### src/design/smirl_map.svh
// Register offsets, field positions and reset values of the SMI routing block
`ifndef SMIRL_MAP_SVH
`define SMIRL_MAP_SVH

`define SMIRL_IDX_EN_A 8'hB4
`define SMIRL_IDX_EN_B 8'hB5
`define SMIRL_IDX_STAT_A 8'hB6
`define SMIRL_IDX_STAT_B 8'hB7
`define SMIRL_IDX_KBD_OPT 8'hF0
`define SMIRL_IDX_KBD_RSV_LO 8'hF1
`define SMIRL_IDX_KBD_RSV_HI 8'hFF
`define SMIRL_ADDR_INTST 12'h400
`define SMIRL_ADDR_INTMSK 12'h404
`define SMIRL_ADDR_SRC 12'h408

`define SMIRL_EN_A_MASK 8'h9E
`define SMIRL_EN_B_MASK 8'hD7
`define SMIRL_KBD_MASK 8'h84
`define SMIRL_RST_BYTE 8'h00

`define SMIRL_B_MOUSE 0
`define SMIRL_B_KBD 1
`define SMIRL_B_IR 2
`define SMIRL_B_P12 4
`define SMIRL_B_SERIRQ 6
`define SMIRL_B_PIN 7
`define SMIRL_K_POL 7
`define SMIRL_K_P92 2

`define SMIRL_RESP_OKAY 2'h0
`define SMIRL_RESP_SLVERR 2'h2

`endif

### src/design/smirl_pkg.sv
// Types shared by the SMI routing block
`default_nettype none
package smirl_pkg;
  typedef enum logic [2:0] {
    SMIRL_WR_IDLE = 3'h1,
    SMIRL_WR_RESP = 3'h2,
    SMIRL_WR_WAIT = 3'h4
  } smirl_wr_t;
  typedef logic [7:0] smirl_byte_t;
endpackage : smirl_pkg
`default_nettype wire

### src/design/smirl_evt_if.sv
// Event bundle between the routing core and the interrupt register unit
`default_nettype none
interface smirl_evt_if;
  logic [2:0] evt;
  logic [2:0] status;
  logic [2:0] mask;
  modport src(output evt, input status, input mask);
  modport dst(input evt, output status, output mask);
endinterface : smirl_evt_if
`default_nettype wire

### src/design/smirl_top.sv
// SMI routing block with AXI4-Lite register access
`default_nettype none
`include "smirl_map.svh"
// Function
// - Keyboard option bit 7 sets port bit 2 polarity; zero is active low.
// - Keyboard option bit 2 enables fast gate/reset port; other bits reserved.
// - Indices F1 through FF of keyboard range read as zero.
// - First enable register gates parallel, UARTs, floppy and watchdog sources.
// - Second enable register gates mouse, keyboard and infrared activity.
// - Second enable bit 4 routes keyboard port bit 2 into group interrupt.
// - Second enable bit 6 places group interrupt onto serial IRQ stream.
// - Second enable bit 7 drives group interrupt on pin; else pin floats.
// - First status bits mirror their sources; software writes cannot clear them.
// - Infrared status set by any receive transition; cleared by status read.
module smirl_top (
  // Clock and reset
  input wire logic CLK,
  input wire logic RST,
  input wire logic HOST_RST,
  // AXI4-Lite write address and data
  input wire logic [11:0] S_AXI_AWADDR,
  input wire logic [2:0] S_AXI_AWPROT,
  input wire logic S_AXI_AWVALID,
  output logic S_AXI_AWREADY,
  input wire logic [31:0] S_AXI_WDATA,
  input wire logic [3:0] S_AXI_WSTRB,
  input wire logic S_AXI_WVALID,
  output logic S_AXI_WREADY,
  // AXI4-Lite write response
  output logic [1:0] S_AXI_BRESP,
  output logic S_AXI_BVALID,
  input wire logic S_AXI_BREADY,
  // AXI4-Lite read
  input wire logic [11:0] S_AXI_ARADDR,
  input wire logic [2:0] S_AXI_ARPROT,
  input wire logic S_AXI_ARVALID,
  output logic S_AXI_ARREADY,
  output logic [31:0] S_AXI_RDATA,
  output logic [1:0] S_AXI_RRESP,
  output logic S_AXI_RVALID,
  input wire logic S_AXI_RREADY,
  // Interrupt sources
  input wire logic PARALLEL_IRQ,
  input wire logic UART_TWO_IRQ,
  input wire logic UART_ONE_IRQ,
  input wire logic FLOPPY_IRQ,
  input wire logic WATCHDOG_IRQ,
  input wire logic MOUSE_IRQ,
  input wire logic KEYBOARD_IRQ,
  input wire logic IR_RX_SEL,
  input wire logic KBC_PORT1_BIT2_OUT,
  // Group interrupt, keyboard port and event interrupt outputs
  output logic SYS_MGMT_IRQ_N,
  output logic SMI_PIN_OUT,
  output logic SMI_PIN_OE,
  output logic SERIAL_IRQ_SMI_N,
  output logic KBC_P12_PIN,
  output logic FAST_GATE_RESET_EN,
  output logic IRQ
);
  smirl_pkg::smirl_byte_t en_a_ff;
  smirl_pkg::smirl_byte_t en_b_ff;
  smirl_pkg::smirl_byte_t kbd_opt_ff;
  logic infrared_activity_flag_ff;
  logic ir_pulse;
  smirl_pkg::smirl_byte_t stat_a;
  smirl_pkg::smirl_byte_t stat_b;
  logic group_act;
  smirl_pkg::smirl_wr_t wst_ff;
  smirl_pkg::smirl_wr_t nxt_wst;
  logic aw_have_ff;
  logic w_have_ff;
  logic [11:0] aw_addr_ff;
  logic [31:0] w_data_ff;
  logic [3:0] w_strb_ff;
  logic wr_go;
  logic wr_hit;
  logic rd_go;
  logic rd_b_hit;
  logic [31:0] rd_val;
  logic rd_hit;
  logic [2:0] src_now;
  logic [2:0] src_prev_ff;
  logic irq_st_wr;
  logic irq_msk_wr;
  logic irq_q;

  smirl_evt_if evif ();

  // ----------------------------------------------------------------
  // Source status
  // ----------------------------------------------------------------
  smirl_edge u_edge (
    .clk(CLK),
    .rst(RST),
    .line_in(IR_RX_SEL),
    .pulse(ir_pulse)
  );

  // Port bit 2 is normalised to active high before routing
  logic p12_active;
  assign p12_active = kbd_opt_ff[`SMIRL_K_POL] ? KBC_PORT1_BIT2_OUT : ~KBC_PORT1_BIT2_OUT;

  always_comb begin
    stat_a = `SMIRL_RST_BYTE;
    stat_a[1] = PARALLEL_IRQ;
    stat_a[2] = UART_TWO_IRQ;
    stat_a[3] = UART_ONE_IRQ;
    stat_a[4] = FLOPPY_IRQ;
    stat_a[7] = WATCHDOG_IRQ;
    stat_b = `SMIRL_RST_BYTE;
    stat_b[`SMIRL_B_MOUSE] = MOUSE_IRQ;
    stat_b[`SMIRL_B_KBD] = KEYBOARD_IRQ;
    stat_b[`SMIRL_B_IR] = infrared_activity_flag_ff;
    stat_b[`SMIRL_B_P12] = p12_active;
  end

  // Transition sets, read of second status clears; set wins
  always_ff @(posedge CLK) begin
    if (RST) begin
      infrared_activity_flag_ff <= 1'b0;
    end else if (ir_pulse) begin
      infrared_activity_flag_ff <= 1'b1;
    end else if (rd_go && rd_b_hit) begin
      infrared_activity_flag_ff <= 1'b0;
    end
  end

  // Enable masks also cover the polarity-corrected port bit
  assign group_act = |(stat_a & en_a_ff & `SMIRL_EN_A_MASK)
    | (|(stat_b[2:0] & en_b_ff[2:0]))
    | (stat_b[`SMIRL_B_P12] & en_b_ff[`SMIRL_B_P12]);

  // ----------------------------------------------------------------
  // Group interrupt and keyboard port outputs
  // ----------------------------------------------------------------
  always_ff @(posedge CLK) begin
    if (RST) begin
      SYS_MGMT_IRQ_N <= 1'b1;
      SERIAL_IRQ_SMI_N <= 1'b1;
      SMI_PIN_OUT <= 1'b1;
      SMI_PIN_OE <= 1'b0;
    end else begin
      SYS_MGMT_IRQ_N <= ~group_act;
      SERIAL_IRQ_SMI_N <= ~(group_act & en_b_ff[`SMIRL_B_SERIRQ]);
      SMI_PIN_OUT <= ~group_act;
      SMI_PIN_OE <= en_b_ff[`SMIRL_B_PIN];
    end
  end

  always_ff @(posedge CLK) begin
    if (RST) begin
      KBC_P12_PIN <= 1'b0;
      FAST_GATE_RESET_EN <= 1'b0;
    end else begin
      KBC_P12_PIN <= p12_active ^ ~kbd_opt_ff[`SMIRL_K_POL];
      FAST_GATE_RESET_EN <= kbd_opt_ff[`SMIRL_K_P92];
    end
  end

  // ----------------------------------------------------------------
  // Event capture into the interrupt unit
  // ----------------------------------------------------------------
  assign src_now = {WATCHDOG_IRQ, FLOPPY_IRQ | UART_ONE_IRQ | UART_TWO_IRQ | PARALLEL_IRQ,
    ir_pulse};

  always_ff @(posedge CLK) begin
    if (RST) begin
      src_prev_ff <= 3'h0;
    end else begin
      src_prev_ff <= src_now;
    end
  end

  assign evif.evt = src_now & ~src_prev_ff;

  smirl_irq u_irq (
    .clk(CLK),
    .rst(RST),
    .ev(evif),
    .st_wr(irq_st_wr),
    .msk_wr(irq_msk_wr),
    .wdata(w_data_ff[2:0]),
    .irq_ff(irq_q)
  );

  always_ff @(posedge CLK) begin
    if (RST) begin
      IRQ <= 1'b0;
    end else begin
      IRQ <= irq_q;
    end
  end

  // ----------------------------------------------------------------
  // AXI4-Lite write path
  // ----------------------------------------------------------------
  assign wr_go = (wst_ff == smirl_pkg::SMIRL_WR_IDLE) && aw_have_ff && w_have_ff;
  assign wr_hit = (aw_addr_ff[11:2] == {2'h0, `SMIRL_IDX_EN_A})
    || (aw_addr_ff[11:2] == {2'h0, `SMIRL_IDX_EN_B})
    || (aw_addr_ff[11:2] == {2'h0, `SMIRL_IDX_STAT_A})
    || (aw_addr_ff[11:2] == {2'h0, `SMIRL_IDX_STAT_B})
    || ((aw_addr_ff[11:2] >= {2'h0, `SMIRL_IDX_KBD_OPT})
      && (aw_addr_ff[11:2] <= {2'h0, `SMIRL_IDX_KBD_RSV_HI}))
    || (aw_addr_ff == `SMIRL_ADDR_INTST) || (aw_addr_ff == `SMIRL_ADDR_INTMSK)
    || (aw_addr_ff == `SMIRL_ADDR_SRC);
  assign irq_st_wr = wr_go && w_strb_ff[0] && (aw_addr_ff == `SMIRL_ADDR_INTST);
  assign irq_msk_wr = wr_go && w_strb_ff[0] && (aw_addr_ff == `SMIRL_ADDR_INTMSK);

  always_ff @(posedge CLK) begin
    if (RST) begin
      aw_have_ff <= 1'b0;
      aw_addr_ff <= 12'h000;
      S_AXI_AWREADY <= 1'b1;
    end else if (S_AXI_AWVALID && S_AXI_AWREADY) begin
      aw_have_ff <= 1'b1;
      aw_addr_ff <= S_AXI_AWADDR;
      S_AXI_AWREADY <= 1'b0;
    end else if (wr_go) begin
      aw_have_ff <= 1'b0;
    end else if (S_AXI_BVALID && S_AXI_BREADY) begin
      S_AXI_AWREADY <= 1'b1;
    end
  end

  always_ff @(posedge CLK) begin
    if (RST) begin
      w_have_ff <= 1'b0;
      w_data_ff <= 32'h0000_0000;
      w_strb_ff <= 4'h0;
      S_AXI_WREADY <= 1'b1;
    end else if (S_AXI_WVALID && S_AXI_WREADY) begin
      w_have_ff <= 1'b1;
      w_data_ff <= S_AXI_WDATA;
      w_strb_ff <= S_AXI_WSTRB;
      S_AXI_WREADY <= 1'b0;
    end else if (wr_go) begin
      w_have_ff <= 1'b0;
    end else if (S_AXI_BVALID && S_AXI_BREADY) begin
      S_AXI_WREADY <= 1'b1;
    end
  end

  always_comb begin
    nxt_wst = wst_ff;
    case (wst_ff)
      smirl_pkg::SMIRL_WR_IDLE: if (wr_go) nxt_wst = smirl_pkg::SMIRL_WR_RESP;
      smirl_pkg::SMIRL_WR_RESP: if (S_AXI_BREADY) nxt_wst = smirl_pkg::SMIRL_WR_IDLE;
      default: nxt_wst = smirl_pkg::SMIRL_WR_IDLE;
    endcase
  end

  always_ff @(posedge CLK) begin
    if (RST) begin
      wst_ff <= smirl_pkg::SMIRL_WR_IDLE;
      S_AXI_BVALID <= 1'b0;
      S_AXI_BRESP <= `SMIRL_RESP_OKAY;
    end else begin
      wst_ff <= nxt_wst;
      if (wr_go) begin
        S_AXI_BVALID <= 1'b1;
        S_AXI_BRESP <= wr_hit ? `SMIRL_RESP_OKAY : `SMIRL_RESP_SLVERR;
      end else if (S_AXI_BREADY) begin
        S_AXI_BVALID <= 1'b0;
      end
    end
  end

  // Enables survive the host reset drive; only supply power-on clears them
  always_ff @(posedge CLK) begin
    if (RST) begin
      en_a_ff <= `SMIRL_RST_BYTE;
      en_b_ff <= `SMIRL_RST_BYTE;
    end else if (wr_go && w_strb_ff[0]) begin
      if (aw_addr_ff[11:2] == {2'h0, `SMIRL_IDX_EN_A}) begin
        en_a_ff <= w_data_ff[7:0] & `SMIRL_EN_A_MASK;
      end
      if (aw_addr_ff[11:2] == {2'h0, `SMIRL_IDX_EN_B}) begin
        en_b_ff <= w_data_ff[7:0] & `SMIRL_EN_B_MASK;
      end
    end
  end

  always_ff @(posedge CLK) begin
    if (RST || HOST_RST) begin
      kbd_opt_ff <= `SMIRL_RST_BYTE;
    end else if (wr_go && w_strb_ff[0]
        && aw_addr_ff[11:2] == {2'h0, `SMIRL_IDX_KBD_OPT}) begin
      kbd_opt_ff <= w_data_ff[7:0] & `SMIRL_KBD_MASK;
    end
  end

  // ----------------------------------------------------------------
  // AXI4-Lite read path
  // ----------------------------------------------------------------
  assign rd_go = S_AXI_ARVALID && S_AXI_ARREADY;
  assign rd_b_hit = S_AXI_ARADDR[11:2] == {2'h0, `SMIRL_IDX_STAT_B};

  always_comb begin
    rd_val = 32'h0000_0000;
    rd_hit = 1'b1;
    if (S_AXI_ARADDR == `SMIRL_ADDR_INTST) begin
      rd_val[2:0] = evif.status;
    end else if (S_AXI_ARADDR == `SMIRL_ADDR_INTMSK) begin
      rd_val[2:0] = evif.mask;
    end else if (S_AXI_ARADDR == `SMIRL_ADDR_SRC) begin
      rd_val[0] = group_act;
    end else begin
      case (S_AXI_ARADDR[11:2])
        {2'h0, `SMIRL_IDX_EN_A}: rd_val[7:0] = en_a_ff;
        {2'h0, `SMIRL_IDX_EN_B}: rd_val[7:0] = en_b_ff;
        {2'h0, `SMIRL_IDX_STAT_A}: rd_val[7:0] = stat_a;
        {2'h0, `SMIRL_IDX_STAT_B}: rd_val[7:0] = stat_b;
        {2'h0, `SMIRL_IDX_KBD_OPT}: rd_val[7:0] = kbd_opt_ff;
        default: rd_hit = (S_AXI_ARADDR[11:2] >= {2'h0, `SMIRL_IDX_KBD_RSV_LO})
          && (S_AXI_ARADDR[11:2] <= {2'h0, `SMIRL_IDX_KBD_RSV_HI});
      endcase
    end
  end

  always_ff @(posedge CLK) begin
    if (RST) begin
      S_AXI_ARREADY <= 1'b1;
      S_AXI_RVALID <= 1'b0;
      S_AXI_RDATA <= 32'h0000_0000;
      S_AXI_RRESP <= `SMIRL_RESP_OKAY;
    end else if (rd_go) begin
      S_AXI_ARREADY <= 1'b0;
      S_AXI_RVALID <= 1'b1;
      S_AXI_RDATA <= rd_val;
      S_AXI_RRESP <= rd_hit ? `SMIRL_RESP_OKAY : `SMIRL_RESP_SLVERR;
    end else if (S_AXI_RVALID && S_AXI_RREADY) begin
      S_AXI_RVALID <= 1'b0;
      S_AXI_ARREADY <= 1'b1;
    end
  end

  // ----------------------------------------------------------------
  // Checks
  // ----------------------------------------------------------------
  a_group_low: assert property (@(posedge CLK) disable iff (RST)
    group_act |=> !SYS_MGMT_IRQ_N)
    else $error("group interrupt not low while enabled source set");
  a_pin_float: assert property (@(posedge CLK) disable iff (RST)
    !en_b_ff[`SMIRL_B_PIN] |=> !SMI_PIN_OE)
    else $error("pin driven while routing disabled");
  a_serial_gate: assert property (@(posedge CLK) disable iff (RST)
    !en_b_ff[`SMIRL_B_SERIRQ] |=> SERIAL_IRQ_SMI_N)
    else $error("serial stream shows group while disabled");
  a_ir_sets: assert property (@(posedge CLK) disable iff (RST)
    ir_pulse |=> infrared_activity_flag_ff)
    else $error("infrared transition lost");
  a_ir_clears: assert property (@(posedge CLK) disable iff (RST)
    rd_go && rd_b_hit && !ir_pulse |=> !infrared_activity_flag_ff)
    else $error("infrared flag survived status read");
  a_src_blocked: assert property (@(posedge CLK) disable iff (RST)
    (en_a_ff == 8'h00) && (en_b_ff[4:0] == 5'h00) |=> SYS_MGMT_IRQ_N)
    else $error("disabled sources reach group interrupt");
  a_p12_route: assert property (@(posedge CLK) disable iff (RST)
    en_b_ff[`SMIRL_B_P12] && p12_active |=> !SYS_MGMT_IRQ_N)
    else $error("port bit not routed");
  a_port92_en: assert property (@(posedge CLK) disable iff (RST || HOST_RST)
    1'b1 |=> FAST_GATE_RESET_EN == $past(kbd_opt_ff[`SMIRL_K_P92]))
    else $error("fast gate enable mismatch");
  a_rsv_zero: assert property (@(posedge CLK) disable iff (RST)
    rd_go && S_AXI_ARADDR[11:2] >= {2'h0, `SMIRL_IDX_KBD_RSV_LO} && S_AXI_ARADDR[11:10] == 2'h0
    |=> S_AXI_RDATA == 32'h0000_0000)
    else $error("reserved index not zero");
  a_pol_low: assert property (@(posedge CLK) disable iff (RST)
    !kbd_opt_ff[`SMIRL_K_POL] && !KBC_PORT1_BIT2_OUT |-> p12_active)
    else $error("active-low polarity wrong");
  a_stat_mirror: assert property (@(posedge CLK) disable iff (RST)
    stat_a[4:1] == {FLOPPY_IRQ, UART_ONE_IRQ, UART_TWO_IRQ, PARALLEL_IRQ})
    else $error("status does not mirror sources");
endmodule : smirl_top
`default_nettype wire

### src/design/smirl_irq.sv
// Sticky event status, mask and level interrupt output
`default_nettype none
`include "smirl_map.svh"
module smirl_irq (
  // Clock and reset
  input wire logic clk,
  input wire logic rst,
  // Events and software access
  smirl_evt_if.dst ev,
  input wire logic st_wr,
  input wire logic msk_wr,
  input wire logic [2:0] wdata,
  // Interrupt level
  output logic irq_ff
);
  logic [2:0] status_ff;
  logic [2:0] mask_ff;

  // Set wins over a write-one clear in the same cycle
  always_ff @(posedge clk) begin
    if (rst) begin
      status_ff <= 3'h0;
    end else begin
      status_ff <= (status_ff & ~(st_wr ? wdata : 3'h0)) | ev.evt;
    end
  end

  always_ff @(posedge clk) begin
    if (rst) begin
      mask_ff <= 3'h0;
    end else if (msk_wr) begin
      mask_ff <= wdata;
    end
  end

  always_ff @(posedge clk) begin
    if (rst) begin
      irq_ff <= 1'b0;
    end else begin
      irq_ff <= |((status_ff & ~(st_wr ? wdata : 3'h0) | ev.evt) & mask_ff);
    end
  end

  assign ev.status = status_ff;
  assign ev.mask = mask_ff;

  a_irq_level: assert property (@(posedge clk) disable iff (rst)
    irq_ff == |($past(status_ff) & $past(mask_ff)) || $past(st_wr) || $past(msk_wr)
    || |$past(ev.evt))
    else $error("interrupt level disagrees with status and mask");
endmodule : smirl_irq
`default_nettype wire

### src/design/smirl_edge.sv
// Transition detector for the selected infrared receive line
`default_nettype none
module smirl_edge (
  // Clock and reset
  input wire logic clk,
  input wire logic rst,
  // Line in, one-cycle transition pulse out
  input wire logic line_in,
  output logic pulse
);
  logic prev_ff;
  logic seen_ff;

  // First sample after reset only primes the history
  always_ff @(posedge clk) begin
    if (rst) begin
      prev_ff <= 1'b0;
      seen_ff <= 1'b0;
    end else begin
      prev_ff <= line_in;
      seen_ff <= 1'b1;
    end
  end

  assign pulse = seen_ff && (line_in != prev_ff);
endmodule : smirl_edge
`default_nettype wire

### config.mk
export PLATFORM = sky130hd
export DESIGN_NAME = smirl_top
export DESIGN_NICKNAME = d
export VERILOG_FILES = /design/src/design/smirl_pkg.sv /design/src/design/smirl_evt_if.sv /design/src/design/smirl_top.sv /design/src/design/smirl_irq.sv /design/src/design/smirl_edge.sv
export VERILOG_INCLUDE_DIRS = /design/src /design/src/design
export SDC_FILE = /design/constraint.sdc
export NUM_CORES = 1
export LEC_CHECK = 0
export ABC_AREA = 0
export BUFFER_PORTS_ARGS = -buffer_cell sky130_fd_sc_hd__clkbuf_2
export CAP_MARGIN = 5
export CORE_MARGIN = 4
export CORE_UTILIZATION = 48
export DETAILED_ROUTE_END_ITERATION = 10
export HOLD_SLACK_MARGIN = 0.03
export PLACE_DENSITY_LB_ADDON = 0.15
export SKIP_LAST_GASP = 1
export SLEW_MARGIN = 20
export SYNTH_ARGS = -nofsm -noshare
export SYNTH_HDL_FRONTEND = slang
export SYNTH_SLANG_ARGS = --single-unit
export TNS_END_PERCENT = 20
### constraint.sdc
create_clock -name CLK -period 2 [get_ports CLK]
set_input_delay 0.2 -clock CLK [delete_from_list [all_inputs] [get_ports CLK]]
set_output_delay 0.2 -clock CLK [all_outputs]
set_load 0.02 [all_outputs]
==> results.txt <==
The slowest stage of the critical path is the and3_1 cell. Delay contributed by the slowest stage of the critical path: 0.36 ns. In this run the worst hold path is classified as in2reg. TritonCTS built the clock tree.

The vertical die dimension is 88.8 um. The signed area change from the synthesized netlist to the final layout was 15.0%; the share of final-layout standard cells stronger than drive strength 1 was 23.3%. Setup repair after global routing left no endpoint under its margin. The library cell with the largest summed area after synthesis is dfxtp_1. STA classifies the critical path startpoint as a flop. Power spread over the standard cell area amounts to 759 nW/um^2.

The final max-slew violation count was 0. In this run the clock root is driven by a clkbuf_8. Counting flops and latches in the post-synthesis netlist gives 70.

Along the worst path, the maximum fanout reaches 7. First-pass GRT wire length: 10800 um. Setup violations remaining at the end of the flow were counted as 0. Counting the buffers created by CTS gives 9.

Yosys attributes the largest share of cell area to dfxtp_1 (45%), nand2_1 (7.4%), buf_4 (6.9%). After layout, the minimum clock period comes to 1.81 ns. The worst register-to-register path begins at aw_addr_ff[11]. The run gives 2.03 ns as the endpoint arrival time on the critical path. Count of instances resized after the clock tree is built: 0.

The die covers 7890 sq um. The worst-case headroom to the max-slew limit was 54.2%; the H-tree depth was 3. After global routing the overflow that remains totals 0.

The logs give 29 for the pin count of the biggest net entering global routing and 0.00788 ns for the worst clock skew. The repair_antennas step left the layout with diodes totalling 0. The synthesized design devotes to its leading area cell type 44.7% of total area. The maximum number of buffers from clock root to sink is 2, and the die width is 88.8 um. For the count of unique library cells instantiated by Yosys, the log shows 57. Hold-critical path depth: 2.

Hold violation count in the final report: 0. The tools report the routed via count as 2609. The tools report the count of hold-fix buffers inserted at cts as 0.

The predominant post-synthesis flop cell is dfxtp_1. The run gives 5190 um as the half-perimeter wire length of the detailed placement result. Clock latency on the worst-skew pair, taken at its later pin, is 0.34 ns. The commonest non-fill, non-tap cell in the layout is dfxtp_1.

The detailed-route DRC error count is 0, and the count of routing violations after the opening detailed-route iteration is 127. The maximum resistive drop on vdd came out at 0.000401 V. At the pin with the least slew margin, the transition time is 0.687 ns. The logs give 2.23 ns for the required time reported for the critical path endpoint and 0.866 for the routability congestion estimate. For this run, the number of Yosys warnings is 0. The count of nets left with antenna violations once routing finished came out at 0. After clock tree synthesis, the clock-pin slew on the worst setup and hold paths is 0.07 ns. The post-synthesis instance area was 3130 sq um.

Worst-case hold path end point: kbd_opt_ff[2]. The kind of end point of the critical path is a flop. In the layout the commonest cells are dfxtp_1 (70), clkbuf_2 (69), nand2_1 (62), a21oi_1 (37), nor2_1 (28). In the routed layout, each cell is associated on average with a via count of 5.07. For this design, the sink count on the clock tree is 70. The logs give 44.7% for the sequential area share after synthesis and 131 for the total I/O pin count. Port buffering added 69 buffers.

The critical path in this run is classified as reg2reg. The net count of the finished layout is 517. The flow ran to the end, and the final reports show no timing, DRC or antenna violations. The summed negative setup slack over all endpoints came out at 0 ns. The aggregate routed wire length was 6880 um. The number of enable-type register cells in the synthesized netlist is 0, and the synthesized area divided by synthesized cell count is 8.61 sq um. In this run the core area contains 29 standard-cell rows. Across the run, the number of max-cap violations was 0. The via count of the first global-routing pass was 2391. The worst hold path begins at HOST_RST. The initial antenna violation count is 0. The effective utilization at floorplan is 49.4%, and the leakage power of the design is 0.00158 uW.

In this run the post-CTS setup repair buffer count came out at 0. Timing would allow up to 553 MHz. The tools report the total routing resource utilization after global routing as 18.0%. The number of iterations in the first detailed-routing pass is 5, and the cell count after synthesis is 364. On the final layout, the worst hold slack is 0.0573 ns. The signal on the critical path passes through nor4b_1 > and3_1 > nand3_1 > a22o_1 > a221o_1. For this run, asynchronously set or reset flops after synthesis account for 0%. Dividing the detail-routed wire length by the instance count gives 13.4 um.

Of the available clock period, the critical path in the final layout requires 90.3%. The worst register-to-register path ends at u_irq.irq_ff. The register-to-register path setup slack was 0.19 ns; the number of cell instances on the worst register-to-register path was 5. The core region is 6350 sq um.
## flip-flops by register name, indices dropped and copies added, names as in the netlist, 2 cells and up
signal	count
w_data_ff	7
en_a_ff	5
en_b_ff	6
src_prev_ff	3
wst_ff	2
kbd_opt_ff	2
u_irq.ev.status	3
u_irq.ev.mask	3
aw_addr_ff	12
S_AXI_RDATA	7
## report_power, final
group          leakage, uW  switching, uW  internal [uW]
Sequential        0.000572           38.7           1450
Combinational     0.000932            210            119
Clock            0.0000773            478            441
Total              0.00158            727           2010
## per-layer routing
metal	vias to the layer above	GRT usage, %	part of all wire [%]
met3	13	5.21	7.7
met1	1170	22.7	45
met2	87	28.1	45
met5	-	0	0
met4	0	8.52	2.3
li1	1339	-	-
## cells by family (layout without fill, tap and decap cells)
logic type | Yosys count | in the layout | share of synthesized area [%]
muxes | 19 | 19 | 7.31
xor gates and xnor gates | 2 | 2 | 0.559
DFF | 70 | 70 | 44.7
and+or+nand+nor | 148 | 148 | 23.5
other | 1 | 27 | 0.120
AOI/OAI and AO/OA | 69 | 69 | 13.7
buffers and inverters | 55 | 103 | 10.1
## how the worst max path moves through the flow
stage	endpoint	slack [ns]	start
after floorplan	en_b_ff[2]	0.38	wst_ff[1]
after global placement	u_irq.irq_ff	0.26	aw_addr_ff[11]
after detailed placement	S_AXI_RDATA[0]	0.25	S_AXI_ARADDR[4]
after CTS	u_irq.irq_ff	0.24	aw_addr_ff[11]
after global routing	u_irq.irq_ff	0.07	aw_addr_ff[11]
final	u_irq.irq_ff	0.19	aw_addr_ff[11]
## final cells by class
class                   instances  area (sq um)
flip-flops and latches         70          1400
fillers                       606          2740
well taps                      77          96.3
clock buffers                  13           139
repair buffers                 77           405
clock inverters                 2          10.0
multi-input cells             265          1510
inverters                      11          41.3
## critical path: cells and delay by family, from the launching register on
kind	cells	cell delay (ns)
AOI/OAI and AO/OA	2	0.53
and+or+nand+nor	3	0.84
DFF	1	0.33
## synthesized netlist by cell type (2+ instances only)
| cell | count |
|---|---|
| nor2_1 | 28 |
| nor3_1 | 7 |
| dfxtp_1 | 70 |
| a21oi_1 | 37 |
| nor2b_1 | 9 |
| buf_4 | 29 |
| inv_1 | 11 |
| and3_1 | 3 |
| o21a_1 | 2 |
| clkbuf_1 | 10 |
| mux2i_1 | 15 |
| nor4_1 | 4 |
| nand3_1 | 8 |
| a211oi_1 | 2 |
| o31ai_1 | 4 |
| nand4_1 | 2 |
| nand2b_1 | 4 |
| a31oi_1 | 3 |
| nand2_1 | 62 |
| a22oi_1 | 5 |
| o21ai_0 | 6 |
| buf_1 | 3 |
| and2_1 | 4 |
| mux4_2 | 3 |
## through the flow
stage	cell area [sq um]	cells	utilization (%)	power (uW)	setup WS, ns
final	3610	515	56.8	2740	0.193
after global routing	3610	515	56.8	2880	0.0746
after CTS	3610	515	56.8	2770	0.235
after detailed placement	3460	500	54.4	1850	0.246
after global placement	3460	500	54.4	1840	0.257
after floorplan	3230	390	-	1770	0.377
(Power assumes the default switching activity.)
